<file path="src/shared/remote_pos_defines.svh">
`ifndef REMOTE_POS_DEFINES_SVH
`define REMOTE_POS_DEFINES_SVH

// remote word indices within the station's write-word block
`define RW_POS_LO_IDX 4'h4
`define RW_POS_HI_IDX 4'h5
`define RW_SPEED_IDX 4'h6

// reset value of every remote word
`define RW_RESET_VAL 16'h0000

// lowest digit of the command system parameter
`define CS_DIGIT_ABS 4'h0
`define CS_DIGIT_INCR 4'h1

// lowest digit of the position/speed source parameter
`define PS_DIGIT_REMOTE 4'h2

// point table that supplies accel/decel time constants
`define ACCDEC_TABLE_NO 8'h01
`define ACCDEC_RESET 8'h00

// accepted position ranges, 32-bit two's complement
`define POS_ABS_MAX 32'h0098967f
`define POS_ABS_MIN 32'hff676981
`define POS_INC_MAX 32'h000f423f
`define POS_INC_MIN 32'hfff0bdc1
`define POS_ZERO 32'h00000000

`endif

</file>
<file path="src/shared/remote_pos_pkg.sv">
package remote_pos_pkg;

    typedef enum logic [1:0] {
        ST_IDLE = 2'b01,
        ST_RUN = 2'b10
    } move_state_type;

endpackage : remote_pos_pkg

</file>
<file path="src/rtl/remote_word_regs.sv">
`timescale 1ns/1ps
`include "remote_pos_defines.svh"

module remote_word_regs #(
    parameter int WORD_W = 16
) (
    input wire logic clk_i,
    input wire logic arst_n_i,
    input wire logic wr_en_i,
    input wire logic [3:0] idx_i,
    input wire logic [WORD_W-1:0] data_i,
    output logic [2*WORD_W-1:0] pos_o,
    output logic [WORD_W-1:0] speed_o
);

    function automatic logic [3:0] word_idx(input int slot);
        case (slot)
            0: word_idx = `RW_POS_LO_IDX;
            1: word_idx = `RW_POS_HI_IDX;
            default: word_idx = `RW_SPEED_IDX;
        endcase
    endfunction : word_idx

    logic [WORD_W-1:0] words_ff [3];
    logic [WORD_W-1:0] nxt_words [3];

    for (genvar g = 0; g < 3; g++) begin : g_word
        always_comb begin
            nxt_words[g] = words_ff[g];
            if (wr_en_i && (idx_i == word_idx(g))) begin
                nxt_words[g] = data_i;
            end
        end

        always_ff @(posedge clk_i or negedge arst_n_i) begin
            if (!arst_n_i) begin
                words_ff[g] <= WORD_W'(`RW_RESET_VAL);
            end else begin
                words_ff[g] <= nxt_words[g];
            end
        end
    end

    // upper word on top, lower word below
    assign pos_o = {words_ff[1], words_ff[0]};
    assign speed_o = words_ff[2];

endmodule : remote_word_regs

</file>
<file path="src/rtl/pos_range_check.sv">
`timescale 1ns/1ps
`include "remote_pos_defines.svh"

module pos_range_check (
    input wire logic [31:0] pos_i,
    input wire logic incr_sys_i,
    input wire logic incr_sel_i,
    output logic in_range_o
);

    logic signed [31:0] pos_s;

    assign pos_s = $signed(pos_i);

    always_comb begin
        if (incr_sys_i) begin
            in_range_o = (pos_s >= $signed(`POS_ZERO)) && (pos_s <= $signed(`POS_INC_MAX));
        end else if (incr_sel_i) begin
            in_range_o = (pos_s >= $signed(`POS_INC_MIN)) && (pos_s <= $signed(`POS_INC_MAX));
        end else begin
            in_range_o = (pos_s >= $signed(`POS_ABS_MIN)) && (pos_s <= $signed(`POS_ABS_MAX));
        end
    end

endmodule : pos_range_check

</file>
<file path="src/rtl/remote_pos_cmd.sv">
// Overview of operation
// - remote position and speed words exist only while the driver occupies two stations.
// - with auto mode and remote source select both on, target and speed come from remote words.
// - command system digit 0 means absolute system, digit 1 means incremental system.
// - source parameter digit 2 enables the remote position and speed scheme.
// - accel and decel time constants are taken from point table one in remote mode.
// - the target is the high word on top of the low word, one 32-bit value.
// - absolute system with absolute data accepts -9999999 to 9999999.
// - absolute system with incremental data accepts -999999 to 999999.
// - incremental system accepts only 0 to 999999.
// - motor speed for the move comes from the speed command word.
// - in absolute system the abs/inc bit off means absolute data, on means increment.
// - the abs/inc bit is sampled when forward start rises and held for the whole move.
// - in incremental system data is always an increment and the abs/inc bit is ignored.
`timescale 1ns/1ps
`include "remote_pos_defines.svh"

module remote_pos_cmd #(
    parameter int WORD_W = 16
) (
    input wire logic MCLK_I,
    input wire logic ARST_N_I,
    input wire logic TWO_STATIONS_I,
    input wire logic AUTO_MANUAL_SELECT_I,
    input wire logic REMOTE_POSSPEED_SOURCE_SELECT_I,
    input wire logic ABS_INC_SELECT_I,
    input wire logic FORWARD_START_I,
    input wire logic [3:0] COMMAND_SYSTEM_PARAM_I,
    input wire logic [3:0] POSSPEED_SOURCE_PARAM_I,
    input wire logic RWW_WR_I,
    input wire logic [3:0] RWW_IDX_I,
    input wire logic [WORD_W-1:0] RWW_DATA_I,
    input wire logic MOVE_DONE_I,
    output logic REMOTE_MODE_O,
    output logic MOVE_START_O,
    output logic MOVE_BUSY_O,
    output logic MOVE_INCR_O,
    output logic [2*WORD_W-1:0] MOVE_TARGET_O,
    output logic [WORD_W-1:0] MOVE_SPEED_O,
    output logic [7:0] ACCDEC_TABLE_O,
    output logic RANGE_ERR_O
);

    if (WORD_W != 16) begin : g_bad_width
        $error("remote_pos_cmd: WORD_W must be 16");
    end

    // register words, write side

    logic [2*WORD_W-1:0] pos_word;
    logic [WORD_W-1:0] speed_word;
    logic regs_wr;

    // without the second station the remote words are not there at all
    assign regs_wr = RWW_WR_I && TWO_STATIONS_I;

    remote_word_regs #(
        .WORD_W(WORD_W)
    ) u_regs (
        .clk_i(MCLK_I),
        .arst_n_i(ARST_N_I),
        .wr_en_i(regs_wr),
        .idx_i(RWW_IDX_I),
        .data_i(RWW_DATA_I),
        .pos_o(pos_word),
        .speed_o(speed_word)
    );

    // mode decode

    logic remote_mode;
    logic incr_sys;
    logic cs_valid;
    logic incr_sel_now;
    logic range_ok;

    assign remote_mode = TWO_STATIONS_I && AUTO_MANUAL_SELECT_I
        && REMOTE_POSSPEED_SOURCE_SELECT_I
        && (POSSPEED_SOURCE_PARAM_I == `PS_DIGIT_REMOTE);
    assign incr_sys = (COMMAND_SYSTEM_PARAM_I == `CS_DIGIT_INCR);
    // any other digit is refused rather than guessed at
    assign cs_valid = incr_sys || (COMMAND_SYSTEM_PARAM_I == `CS_DIGIT_ABS);
    assign incr_sel_now = incr_sys || ABS_INC_SELECT_I;

    pos_range_check u_range (
        .pos_i(pos_word),
        .incr_sys_i(incr_sys),
        .incr_sel_i(ABS_INC_SELECT_I),
        .in_range_o(range_ok)
    );

    // start edge detect; start arrives from link logic on this clock

    logic fwd_q_ff;
    logic nxt_fwd_q;
    logic fwd_rise;

    always_comb begin
        nxt_fwd_q = FORWARD_START_I;
    end

    always_ff @(posedge MCLK_I or negedge ARST_N_I) begin
        if (!ARST_N_I) begin
            fwd_q_ff <= 1'b0;
        end else begin
            fwd_q_ff <= nxt_fwd_q;
        end
    end

    assign fwd_rise = FORWARD_START_I && !fwd_q_ff;

    // move sequencing

    remote_pos_pkg::move_state_type state_ff;
    remote_pos_pkg::move_state_type nxt_state;
    logic start_req;
    logic accept;
    logic reject;

    // a start during a move is ignored, so later bit changes cannot leak in
    assign start_req = remote_mode && fwd_rise && (state_ff == remote_pos_pkg::ST_IDLE);
    assign accept = start_req && cs_valid && range_ok;
    assign reject = start_req && !(cs_valid && range_ok);

    always_comb begin
        nxt_state = state_ff;
        case (state_ff)
            remote_pos_pkg::ST_IDLE: begin
                if (accept) begin
                    nxt_state = remote_pos_pkg::ST_RUN;
                end
            end
            remote_pos_pkg::ST_RUN: begin
                if (MOVE_DONE_I) begin
                    nxt_state = remote_pos_pkg::ST_IDLE;
                end
            end
            default: begin
                nxt_state = remote_pos_pkg::ST_IDLE;
            end
        endcase
    end

    always_ff @(posedge MCLK_I or negedge ARST_N_I) begin
        if (!ARST_N_I) begin
            state_ff <= remote_pos_pkg::ST_IDLE;
        end else begin
            state_ff <= nxt_state;
        end
    end

    // move command latch

    logic start_ff;
    logic incr_ff;
    logic err_ff;
    logic [2*WORD_W-1:0] target_ff;
    logic [WORD_W-1:0] speed_ff;
    logic [7:0] table_ff;
    logic nxt_start;
    logic nxt_incr;
    logic nxt_err;
    logic [2*WORD_W-1:0] nxt_target;
    logic [WORD_W-1:0] nxt_speed;
    logic [7:0] nxt_table;

    always_comb begin
        nxt_start = accept;
        nxt_incr = incr_ff;
        nxt_err = err_ff;
        nxt_target = target_ff;
        nxt_speed = speed_ff;
        nxt_table = table_ff;
        if (accept) begin
            nxt_incr = incr_sel_now;
            nxt_target = pos_word;
            nxt_speed = speed_word;
            nxt_table = `ACCDEC_TABLE_NO;
            nxt_err = 1'b0;
        end
        // error holds until the next accepted start
        if (reject) begin
            nxt_err = 1'b1;
        end
    end

    always_ff @(posedge MCLK_I or negedge ARST_N_I) begin
        if (!ARST_N_I) begin
            start_ff <= 1'b0;
            incr_ff <= 1'b0;
            err_ff <= 1'b0;
            target_ff <= '0;
            speed_ff <= '0;
            table_ff <= `ACCDEC_RESET;
        end else begin
            start_ff <= nxt_start;
            incr_ff <= nxt_incr;
            err_ff <= nxt_err;
            target_ff <= nxt_target;
            speed_ff <= nxt_speed;
            table_ff <= nxt_table;
        end
    end

    assign REMOTE_MODE_O = remote_mode;
    assign MOVE_START_O = start_ff;
    assign MOVE_BUSY_O = (state_ff == remote_pos_pkg::ST_RUN);
    assign MOVE_INCR_O = incr_ff;
    assign MOVE_TARGET_O = target_ff;
    assign MOVE_SPEED_O = speed_ff;
    assign ACCDEC_TABLE_O = table_ff;
    assign RANGE_ERR_O = err_ff;
endmodule : remote_pos_cmd

</file>
<file path="config.mk">
export PLATFORM = sky130hd
export DESIGN_NAME = remote_pos_cmd
export DESIGN_NICKNAME = d
export VERILOG_FILES = /design/src/shared/remote_pos_pkg.sv /design/src/rtl/remote_word_regs.sv /design/src/rtl/pos_range_check.sv /design/src/rtl/remote_pos_cmd.sv
export VERILOG_INCLUDE_DIRS = /design/src /design/src/shared
export SDC_FILE = /design/constraint.sdc
export NUM_CORES = 1
export LEC_CHECK = 0
export ABC_AREA = 1
export BUFFER_PORTS_ARGS = -buffer_cell sky130_fd_sc_hd__buf_2
export CAP_MARGIN = 20
export CORE_MARGIN = 2
export CORE_UTILIZATION = 25
export CTS_BUF_LIST = sky130_fd_sc_hd__clkbuf_16
export CTS_CLUSTER_SIZE = 16
export DETAILED_ROUTE_END_ITERATION = 10
export PLACE_DENSITY = 0.45
export SLEW_MARGIN = 20
export SYNTH_ARGS = -nofsm -noshare
export SYNTH_HDL_FRONTEND = slang
export SYNTH_SLANG_ARGS = --single-unit
</file>
<file path="constraint.sdc">
create_clock -name MCLK_I -period 4.75 [get_ports MCLK_I]
set_input_delay 0 -clock MCLK_I [delete_from_list [all_inputs] [get_ports MCLK_I]]
set_output_delay 0 -clock MCLK_I [all_outputs]
set_load 0.02 [all_outputs]
</file>
==> results.yml, run 1 <==
cells_and_area:
  nNetsFinal: 710
  layout.cells.most_common: "nand2_1"
  final_cell_mix: "209 x nand2_1, 102 x dfrtp_1, 89 x buf_2, 53 x inv_1, 50 x o21ai_0"
  n_antenna_cell: 0
  syn2layout_area_growth_pct: 22.0
  stdcell_area_um2: 5780
  instances_no_fill: 912
  drive_above_1_share_pct: 17.6
timing:
  period_minus_slack_ns: 2.88
  finalHoldViolations: 0
  slew-limit-headroom_pct: 44.8
  fmax_ghz: 0.347
  max_slew.worst_pin.slew_ns: 0.827
  finalSetupTns_ns: 0
  clock_skew_ns: 0.0103
  rsz0062_at_grt: "no"
  worst_slack_ns: 1.87
  post-route-period-util_pct: 60.6
  slew_violations: 0
  setup_violations: 0
routing:
  dr_total_vias: 3971
  routed_via_density: 4.35
  wire_per_inst_um: 14.0
  drt_iter0_drc: 204
  route.detailed.drc: 0
  drt_wl_total_mm: 12.8
  detail-route-antenna-nets: 0
  dr.pass1.iters: 6
floorplan:
  coreArea_um2: 18600
  initial_core_util_pct: 25.4
  die-area_um2: 20100
  die_h_um: 142
  die_w_um: 142
  fp-row-count: 50
  ioPinCount: 98
yosys:
  synth_fa_ha_area_share_pct: 0
  synth_seq_cells: 103
  synth_compound_area_share_pct: 6.02
  synth.area.mux_share_pct: 0
  post_synth.cell_area_avg_um2: 8.16
  yosys.area_share.simple_pct: 30.8
  synth_area_um2: 4740
  seq_area_frac_synth_pct: 54.4
  synth_top_family_by_area: "simple AND/OR/NAND/NOR gates"
  yosys.area_share.xor_xnor_pct: 0
  synth_cell_types: 27
  synthCells: 581
  yosys_warnings: 0
clock_tree:
  cts.sinks: 103
  cts_root_buffer: "clkbuf_16"
  cts_buffer_depth: 2
  cts_tree: "yes"
  cts.clk_slew.worst_paths_ns: 0.07
  cts_max_level: 3
  post-cts-setup-buffers: 0
  clock_latency_ns: 0.35
  cts-buffers-inserted: 9
setup_path:
  crit_type: "flop to flop"
  setup.worst_path.end: "MOVE_SPEED_O[3]"
  reg2reg_slack_ns: 1.87
  worstPathRequired_ns: 4.99
  cp-start-kind: "flop"
  worstPathArrival_ns: 3.12
  rr_endpoint: "MOVE_SPEED_O[3]"
  rr_worst_depth: 12
  reg2reg_from: "u_regs.pos_o[31]"
  crit_fanout: 52
  startpoint: "u_regs.pos_o[31]"
  cp-end-kind: "flop"
run:
  max_cap_violations: 0
global_route:
  overflow: 0
  antenna_found_initial: 0
  grt_max_degree: 66
  grt_pass1_vias: 3940
  grt_pass1_wl_mm: 20.7
  grt.total_usage_pct: 13.3
place:
  gp_congestion: 0.788
  place_area_um2: 5340
  portBuffers: 90
  dp.cells: 881
  hpwl_mm: 9.28
  post-place-ws_ns: 1.82
power:
  leakagePower_uw: 0.00318
  p_per_area_nw_per_um2: 353
  irDropWorstVdd_uv: 163
outcome:
  status: "complete, no violations"
worst_hold_path:
  hold_path_class: "input pin to flop"
## routing by layer
metal / share of wire [%] / global-route usage (%)
met5: 0 / 0
met4: 1.5 / 4.63
met3: 3.9 / 2.33
met2: 47 / 21.9
met1: 47 / 17.7
## cells in the mapped netlist
| cell | number | area (µm²) |
|---|---|---|
| a21oi_1 | 2 | 10.0 |
| clkbuf_2 | 1 | 5.00 |
| nand2_2 | 2 | 12.5 |
| nand2_1 | 209 | 785 |
| nand4_1 | 49 | 307 |
| and2_1 | 1 | 6.26 |
| a21oi_2 | 1 | 8.76 |
| dfrtp_1 | 102 | 2550 |
| o21ai_0 | 50 | 250 |
| nand3_4 | 1 | 17.5 |
| nand4_2 | 1 | 12.5 |
| nor2_1 | 48 | 180 |
| a21o_1 | 1 | 7.51 |
| buf_4 | 7 | 52.6 |
| conb_1 | 1 | 3.75 |
| nor3_1 | 6 | 30.0 |
| clkbuf_1 | 9 | 33.8 |
| nand3b_1 | 1 | 7.51 |
| nor2_2 | 2 | 12.5 |
| buf_2 | 13 | 65.1 |
| nand3_1 | 10 | 50.1 |
| dfstp_2 | 1 | 26.3 |
| nor2_8 | 1 | 20.0 |
| buf_6 | 5 | 56.3 |
| nor4_1 | 3 | 18.8 |
| inv_1 | 53 | 199 |
| o221ai_1 | 1 | 8.76 |
## area by class of cell
type | instances | area (µm²)
Fill cell | 2016 | 12900
Sequential cell | 103 | 2580
Multi-Input combinational cell | 396 | 1770
Timing Repair Buffer | 110 | 666
Tap cell | 234 | 293
Clock buffer | 9 | 225
Inverter | 53 | 199
Clock inverter | 7 | 48.8
## logic make-up after synthesis
family | after synthesis
buf+inv | 88
flops | 103
simple gates | 334
compound gates | 55
other cells | 1
## stage by stage
step / total power, µW / utilization (%) / hold slack, ns
2_1_floorplan: 1240 / - / -0.296
3_3_place_gp: 1340 / 28.5 / -0.00158
3_5_place_dp: 1350 / 28.6 / 0.00562
4_1_cts: 2070 / 30.9 / 0.00808
5_1_grt: 2170 / 31.0 / 0.0216
6_report: 2040 / 31.0 / 0.00690
## critical path, stage by stage (launching register included)
cell and delay [ns]:
dfrtp_1 0.49, nor2_1 0.14, nand2_1 0.07, nor2_2 0.21
nand2_1 0.07, nor2_1 0.10, nand2_1 0.08, a21oi_2 0.13
nor2_2 0.07, nor2_8 0.48, nand3_4 0.62, nand2_1 0.21
nand2_1 0.06
## where the power goes
part | internal (µW) | switching (µW) | total, µW
Clock | 357 | 344 | 701
Combinational | 99.2 | 197 | 296
Sequential | 954 | 87.7 | 1040
Total | 1410 | 629 | 2040
## flip-flops by register name, indices dropped and copies added (netlist names)
register	count
fwd_q_ff	1
state_ff	2
u_regs.speed_o	16
RANGE_ERR_O	1
u_regs.pos_o	32
MOVE_START_O	1
ACCDEC_TABLE_O	1
MOVE_INCR_O	1
MOVE_TARGET_O	32
MOVE_SPEED_O	16
## how the worst min path moves through the flow
stage,startpoint,cells after the start,to
after global placement,ARST_N_I,1,MOVE_SPEED_O[5]
after detailed placement,ARST_N_I,1,MOVE_SPEED_O[5]
after CTS,RWW_DATA_I[14],3,u_regs.pos_o[14]
after global routing,RWW_DATA_I[14],3,u_regs.pos_o[30]
after floorplan,ARST_N_I,0,ACCDEC_TABLE_O[0]
final,RWW_DATA_I[15],3,u_regs.speed_o[15]
## what timing repair did
action / 4_1_cts / 5_1_grt
resized for setup: 0 / 0
hold buffers: 14 / 0
endpoints found under the hold margin: 73 / 0
Note: power is estimated with default switching activity, not from simulation.
==> run 2, diff against run 1 <==
Settings changed: ABC_AREA 1 to 0, PLACE_DENSITY 0.45 to 0.46.
Clock period 4.75 ns to 2.5 ns, I/O delays scaled along.
==> results.yml, run 2 <==
outcome:
  status: "finished with violations"
  violations: "negative setup slack"
yosys:
  seq_area_frac_synth_pct: 56.5
  yosys_warnings: 0
  post_synth.cell_area_avg_um2: 14.9
  async_flop_share_pct: 100
  ys_top_cells_by_count: "102 x dfrtp_1, 50 x mux2_2, 46 x mux2_4"
  yosysMostFrequentCell: "dfrtp_1"
  synth_area_um2: 4560
  synth_cell_types: 44
  synth_top_area_share_pct: 55.9
  synthCells: 306
  synth_top_area_cell: "dfrtp_1"
  synth_seq_cells: 103
  synth_edf_count: 0
  synthTopCellsByArea: "dfrtp_1 56%, mux2_4 15%, mux2_2 12%"
  ys.flop_type: "dfrtp_1"
global_route:
  antenna_found_initial: 0
  grt_pass1_vias: 3186
  overflow: 0
  grt_pass1_wl_mm: 18.2
  grt_max_degree: 45
  grt.total_usage_pct: 12.2
routing:
  drt_wl_total_mm: 11.3
  detail-route-antenna-nets: 0
  routed_via_density: 4.36
  dr.pass1.iters: 4
  route.detailed.drc: 0
  drt_iter0_drc: 77
  wire_per_inst_um: 16.4
  dr_total_vias: 3003
clock_tree:
  cts_max_level: 3
  clock_latency_ns: 0.36
  cts-buffers-inserted: 9
  cts_buffer_depth: 2
  cts.clk_slew.worst_paths_ns: 0.07
  cts_root_buffer: "clkbuf_16"
  cts_tree: "yes"
  cts.sinks: 103
timing:
  max_slew.worst_pin.slew_ns: 0.567
  slew_violations: 0
  slew-limit-headroom_pct: 62.2
  finalHoldViolations: 0
  holdWs_ns: 0.0856
  fmax_ghz: 0.379
  clock_skew_ns: 0.0117
  rsz0062_at_grt: "yes"
  worst_slack_ns: -0.140
  setup_violations: 49
  period_minus_slack_ns: 2.64
  post-route-period-util_pct: 106
place:
  dp.cells: 648
  post-place-ws_ns: -0.171
  hpwl_mm: 8.13
  portBuffers: 90
  gp_congestion: 0.786
worst_hold_path:
  hold_path_class: "input pin to flop"
  hold_start: "ABS_INC_SELECT_I"
power:
  irDropWorstVdd_uv: 361
  clockPowerShare_pct: 34.6
  pwr-share-comb_pct: 16.7
  p_int_uw: 2870
  p_sw_uw: 1080
  seq_power_share_pct: 48.7
  p_per_area_nw_per_um2: 648
  leakagePower_uw: 0.00314
  power.switching_fraction_pct: 27.4
setup_path:
  worstPathRequired_ns: 2.74
  crit_type: "flop to flop"
  reg2reg_from: "state_ff[0]"
  cp-end-kind: "flop"
  cp-start-kind: "flop"
  startpoint: "state_ff[0]"
  worstPathArrival_ns: 2.88
  crit_fanout: 22
floorplan:
  die_h_um: 139
  fp-row-count: 49
  ioPinCount: 98
  coreArea_um2: 18000
  die_w_um: 139
  die-area_um2: 19400
  initial_core_util_pct: 25.4
cells_and_area:
  syn2layout_area_growth_pct: 33.5
  layout.cells.most_common: "dfrtp_1"
  fin_util_pct: 33.9
  n_antenna_cell: 0
  instances_no_fill: 688
  nNetsFinal: 491
  drive_above_1_share_pct: 56.6
  final_cell_mix: "102 x dfrtp_1, 89 x buf_2, 50 x mux2_2, 46 x mux2_4, 38 x buf_4"
run:
  max_cap_violations: 0
-- run 2: changes by cell type in the layout (fill, tap and decap cells not counted), sizes merged, moves of 36 or more --
cell	delta
inv	-48
nand4	-45
mux2	+96
nor2	-41
nand2	-205
o21ai	-46
buf	+36
-- run 2: layer usage --
metal | vias up | GRT usage, % | wire length (µm)
li1 | 1413 | - | -
met1 | 1499 | 16.1 | 5250
met2 | 77 | 19.8 | 5400
met3 | 14 | 3.14 | 447
met4 | 0 | 3.83 | 175
met5 | - | 0 | 0
-- run 2: kinds of logic after synthesis --
family | count (synthesis) | share of synthesized area [%]
other | 1 | 0.0822
multiplexers | 96 | 27.5
AND/OR/NAND/NOR | 58 | 7.89
buffers and inverters | 23 | 4.22
AO/OA/AOI/OAI | 25 | 3.84
flip-flops | 103 | 56.5
-- run 2: area by class of cell --
| class | count | area, µm² |
|---|---|---|
| fill | 1801 | 11900 |
| sequential | 103 | 2580 |
| multi-input combinational | 186 | 1890 |
| timing repair buffer | 151 | 1040 |
| tap | 229 | 287 |
| clock buffer | 9 | 225 |
| clock inverter | 7 | 65.1 |
| inverter | 3 | 11.3 |
-- run 2: critical path, cell delays in order, from the launching register on --
cell and delay (ns):
dfstp_2 0.53, or4bb_1 0.43, or3_4 0.36, nor4bb_2 0.28
buf_4 0.17, nand4bb_4 0.11, buf_4 0.17, buf_12 0.16
mux2_4 0.30
-- run 2: timing repair --
action,4_1_cts,5_1_grt
buffers inserted,2,1
gates resized for setup,6,6
pin swaps,0,1
endpoints found under the hold margin,91,0
hold buffers,19,0
endpoints found under the setup margin,49,52
gates cloned,2,0
-- run 2: power by group through the flow --
stage / sequential [µW] / combinational, µW / clock (µW)
2_1_floorplan: 1950 / 286 / 0
3_3_place_gp: 1950 / 610 / 0
3_5_place_dp: 1950 / 619 / 0
4_1_cts: 1920 / 650 / 1440
5_1_grt: 1950 / 732 / 1500
6_report: 1920 / 660 / 1360
-- run 2: final timing paths --
path | depth (start not counted) | end | slack [ns]
max in group asynchronous | 3 | state_ff[0] | 1.56
setup / recovery | 8 | MOVE_SPEED_O[14] | -0.14
hold reg to reg | 1 | ACCDEC_TABLE_O[0] | 0.48
hold / removal | 3 | MOVE_INCR_O | 0.09
setup reg to reg | 8 | MOVE_SPEED_O[14] | -0.14
min in group asynchronous | 2 | MOVE_TARGET_O[1] | 0.18
-- run 2: metrics by stage --
stage,area (µm²),TNS (ns),total power [µW]
2_1_floorplan,4590,-0.277,2240
3_3_place_gp,5490,-4.96,2560
3_5_place_dp,5490,-7.20,2570
4_1_cts,6060,-5.94,4010
5_1_grt,6090,-9.57,4180
6_report,6090,-6.03,3950
==> run 3, diff against run 2 <==
Settings changed: CELL_PAD_IN_SITES_DETAIL_PLACEMENT set to 2, CELL_PAD_IN_SITES_GLOBAL_PLACEMENT set to 2, PLACE_DENSITY 0.46 to 0.61.
==> results.yml, run 3 (synthesized netlist as in run 2, its figures left out) <==
cells_and_area:
  n_antenna_cell: 0
  syn2layout_area_growth_pct: 32.5
  final_cell_mix: "102 x dfrtp_1, 89 x buf_2, 50 x mux2_2, 46 x mux2_4, 32 x buf_4"
  stdcell_area_um2: 6050
  num-fill-cells: 1878
  layout.cells.most_common: "dfrtp_1"
  drive_above_1_share_pct: 55.3
  nNetsFinal: 486
timing:
  max_slew.worst_pin.slew_ns: 0.756
  clock_skew_ns: 0.0102
  slew_violations: 0
  finalHoldViolations: 0
  rsz0062_at_grt: "yes"
  setup_violations: 49
  fmax_ghz: 0.380
  worst_slack_ns: -0.131
  period_minus_slack_ns: 2.63
  post-route-period-util_pct: 105
  slew-limit-headroom_pct: 49.6
floorplan:
  ioPinCount: 98
  die_w_um: 139
  initial_core_util_pct: 25.4
  die_h_um: 139
  die-area_um2: 19400
  fp-row-count: 49
  coreArea_um2: 18000
routing:
  dr.pass1.iters: 5
  wire_per_inst_um: 19.3
  detail-route-antenna-nets: 0
  dr_total_vias: 3082
  routed_via_density: 4.51
  route.detailed.drc: 0
  drt_iter0_drc: 66
  drt_wl_total_mm: 13.2
place:
  place_area_um2: 5450
  gp_congestion: 0.854
  portBuffers: 90
  hpwl_mm: 9.24
setup_path:
  crit_fanout: 14
  worstPathRequired_ns: 2.74
  cp-end-kind: "flop"
  cp-start-kind: "flop"
  reg2reg_slack_ns: -0.13
  startpoint: "u_regs.pos_o[30]"
  reg2reg_from: "u_regs.pos_o[30]"
  rr_endpoint: "MOVE_TARGET_O[6]"
  crit_type: "flop to flop"
  worstPathArrival_ns: 2.87
  rr_worst_depth: 7
  setup.worst_path.end: "MOVE_TARGET_O[6]"
power:
  leakagePower_uw: 0.00312
  irDropWorstVdd_uv: 345
  p_total_uw: 4190
  p_per_area_nw_per_um2: 693
global_route:
  grt_max_degree: 57
  use_met2_pct: 24.9
  grt_pass1_vias: 3569
  grt.total_usage_pct: 14.3
  grt-busiest-layer: "met2"
  use_met1_pct: 17.4
  met3_usage_pct: 3.83
  overflow: 0
  antenna_found_initial: 0
  grt_pass1_wl_mm: 21.1
clock_tree:
  cts.sinks: 103
  cts_buffer_depth: 2
  cts-buffers-inserted: 9
  cts.clk_slew.worst_paths_ns: 0.07
  cts_tree: "yes"
  clock_latency_ns: 0.35
  cts_max_level: 3
  cts_root_buffer: "clkbuf_16"
worst_hold_path:
  hold_path_depth: 3
  hold_path_class: "input pin to flop"
outcome:
  status: "finished with violations"
  violations: "negative setup slack"
run:
  max_cap_violations: 0
## run 3: worst min-delay path by stage
stage | end | startpoint
after CTS | MOVE_INCR_O | ABS_INC_SELECT_I
final | MOVE_INCR_O | ABS_INC_SELECT_I
after floorplan | ACCDEC_TABLE_O[0] | ARST_N_I
after global placement | MOVE_TARGET_O[3] | ARST_N_I
after global routing | MOVE_INCR_O | ABS_INC_SELECT_I
after detailed placement | MOVE_SPEED_O[2] | ARST_N_I
## run 3: power by group
| group | internal [µW] | switching, µW |
|---|---|---|
| Sequential | 1820 | 112 |
| Combinational | 344 | 338 |
| Clock | 966 | 608 |
| Total | 3130 | 1060 |
## run 3: final cells by class
cell class	instances	area, µm²	area share [%]
multi-input cells	186	1890	31.2
inverters	3	11.3	0.186
clock inverters	7	106	1.76
flip-flops and latches	103	2580	42.7
repair buffers	146	952	15.7
clock buffers	9	225	3.73
well taps	229	287	4.74
## run 3: routing by layer
layer | vias to the layer above | share of wire [%]
li1 | 1385 | -
met1 | 1611 | 43
met2 | 76 | 51
met3 | 10 | 4.0
met4 | 0 | 1.7
met5 | - | 0
## run 3: per-stage QoR
step,util (%),setup TNS (ns),std cells,setup slack (ns),hold slack [ns]
floorplan,-,-0.277,312,-0.00613,-0.296
global placement,30.3,-6.40,644,-0.180,0.106
detailed placement,30.3,-10.82,644,-0.287,0.117
CTS,34.0,-8.46,687,-0.196,0.0977
global route,33.7,-9.10,683,-0.218,0.135
finish,33.7,-5.07,683,-0.131,0.127
## run 3: critical path: stages, from the launching register on
cell and delay (ns):
dfrtp_1 0.38, or4_4 0.56, or4_4 0.54, a21oi_4 0.15, o21ai_1 0.07, nand4bb_4 0.27, buf_6 0.23, mux2_4 0.31
## run 3: what timing repair did
action	4_1_cts	5_1_grt
setup buffers	6	1
pin swaps	2	3
hold buffers	19	0
endpoints found under the setup margin	53	52
hold endpoints to repair	105	0
cloned	2	0
resized for setup	11	8
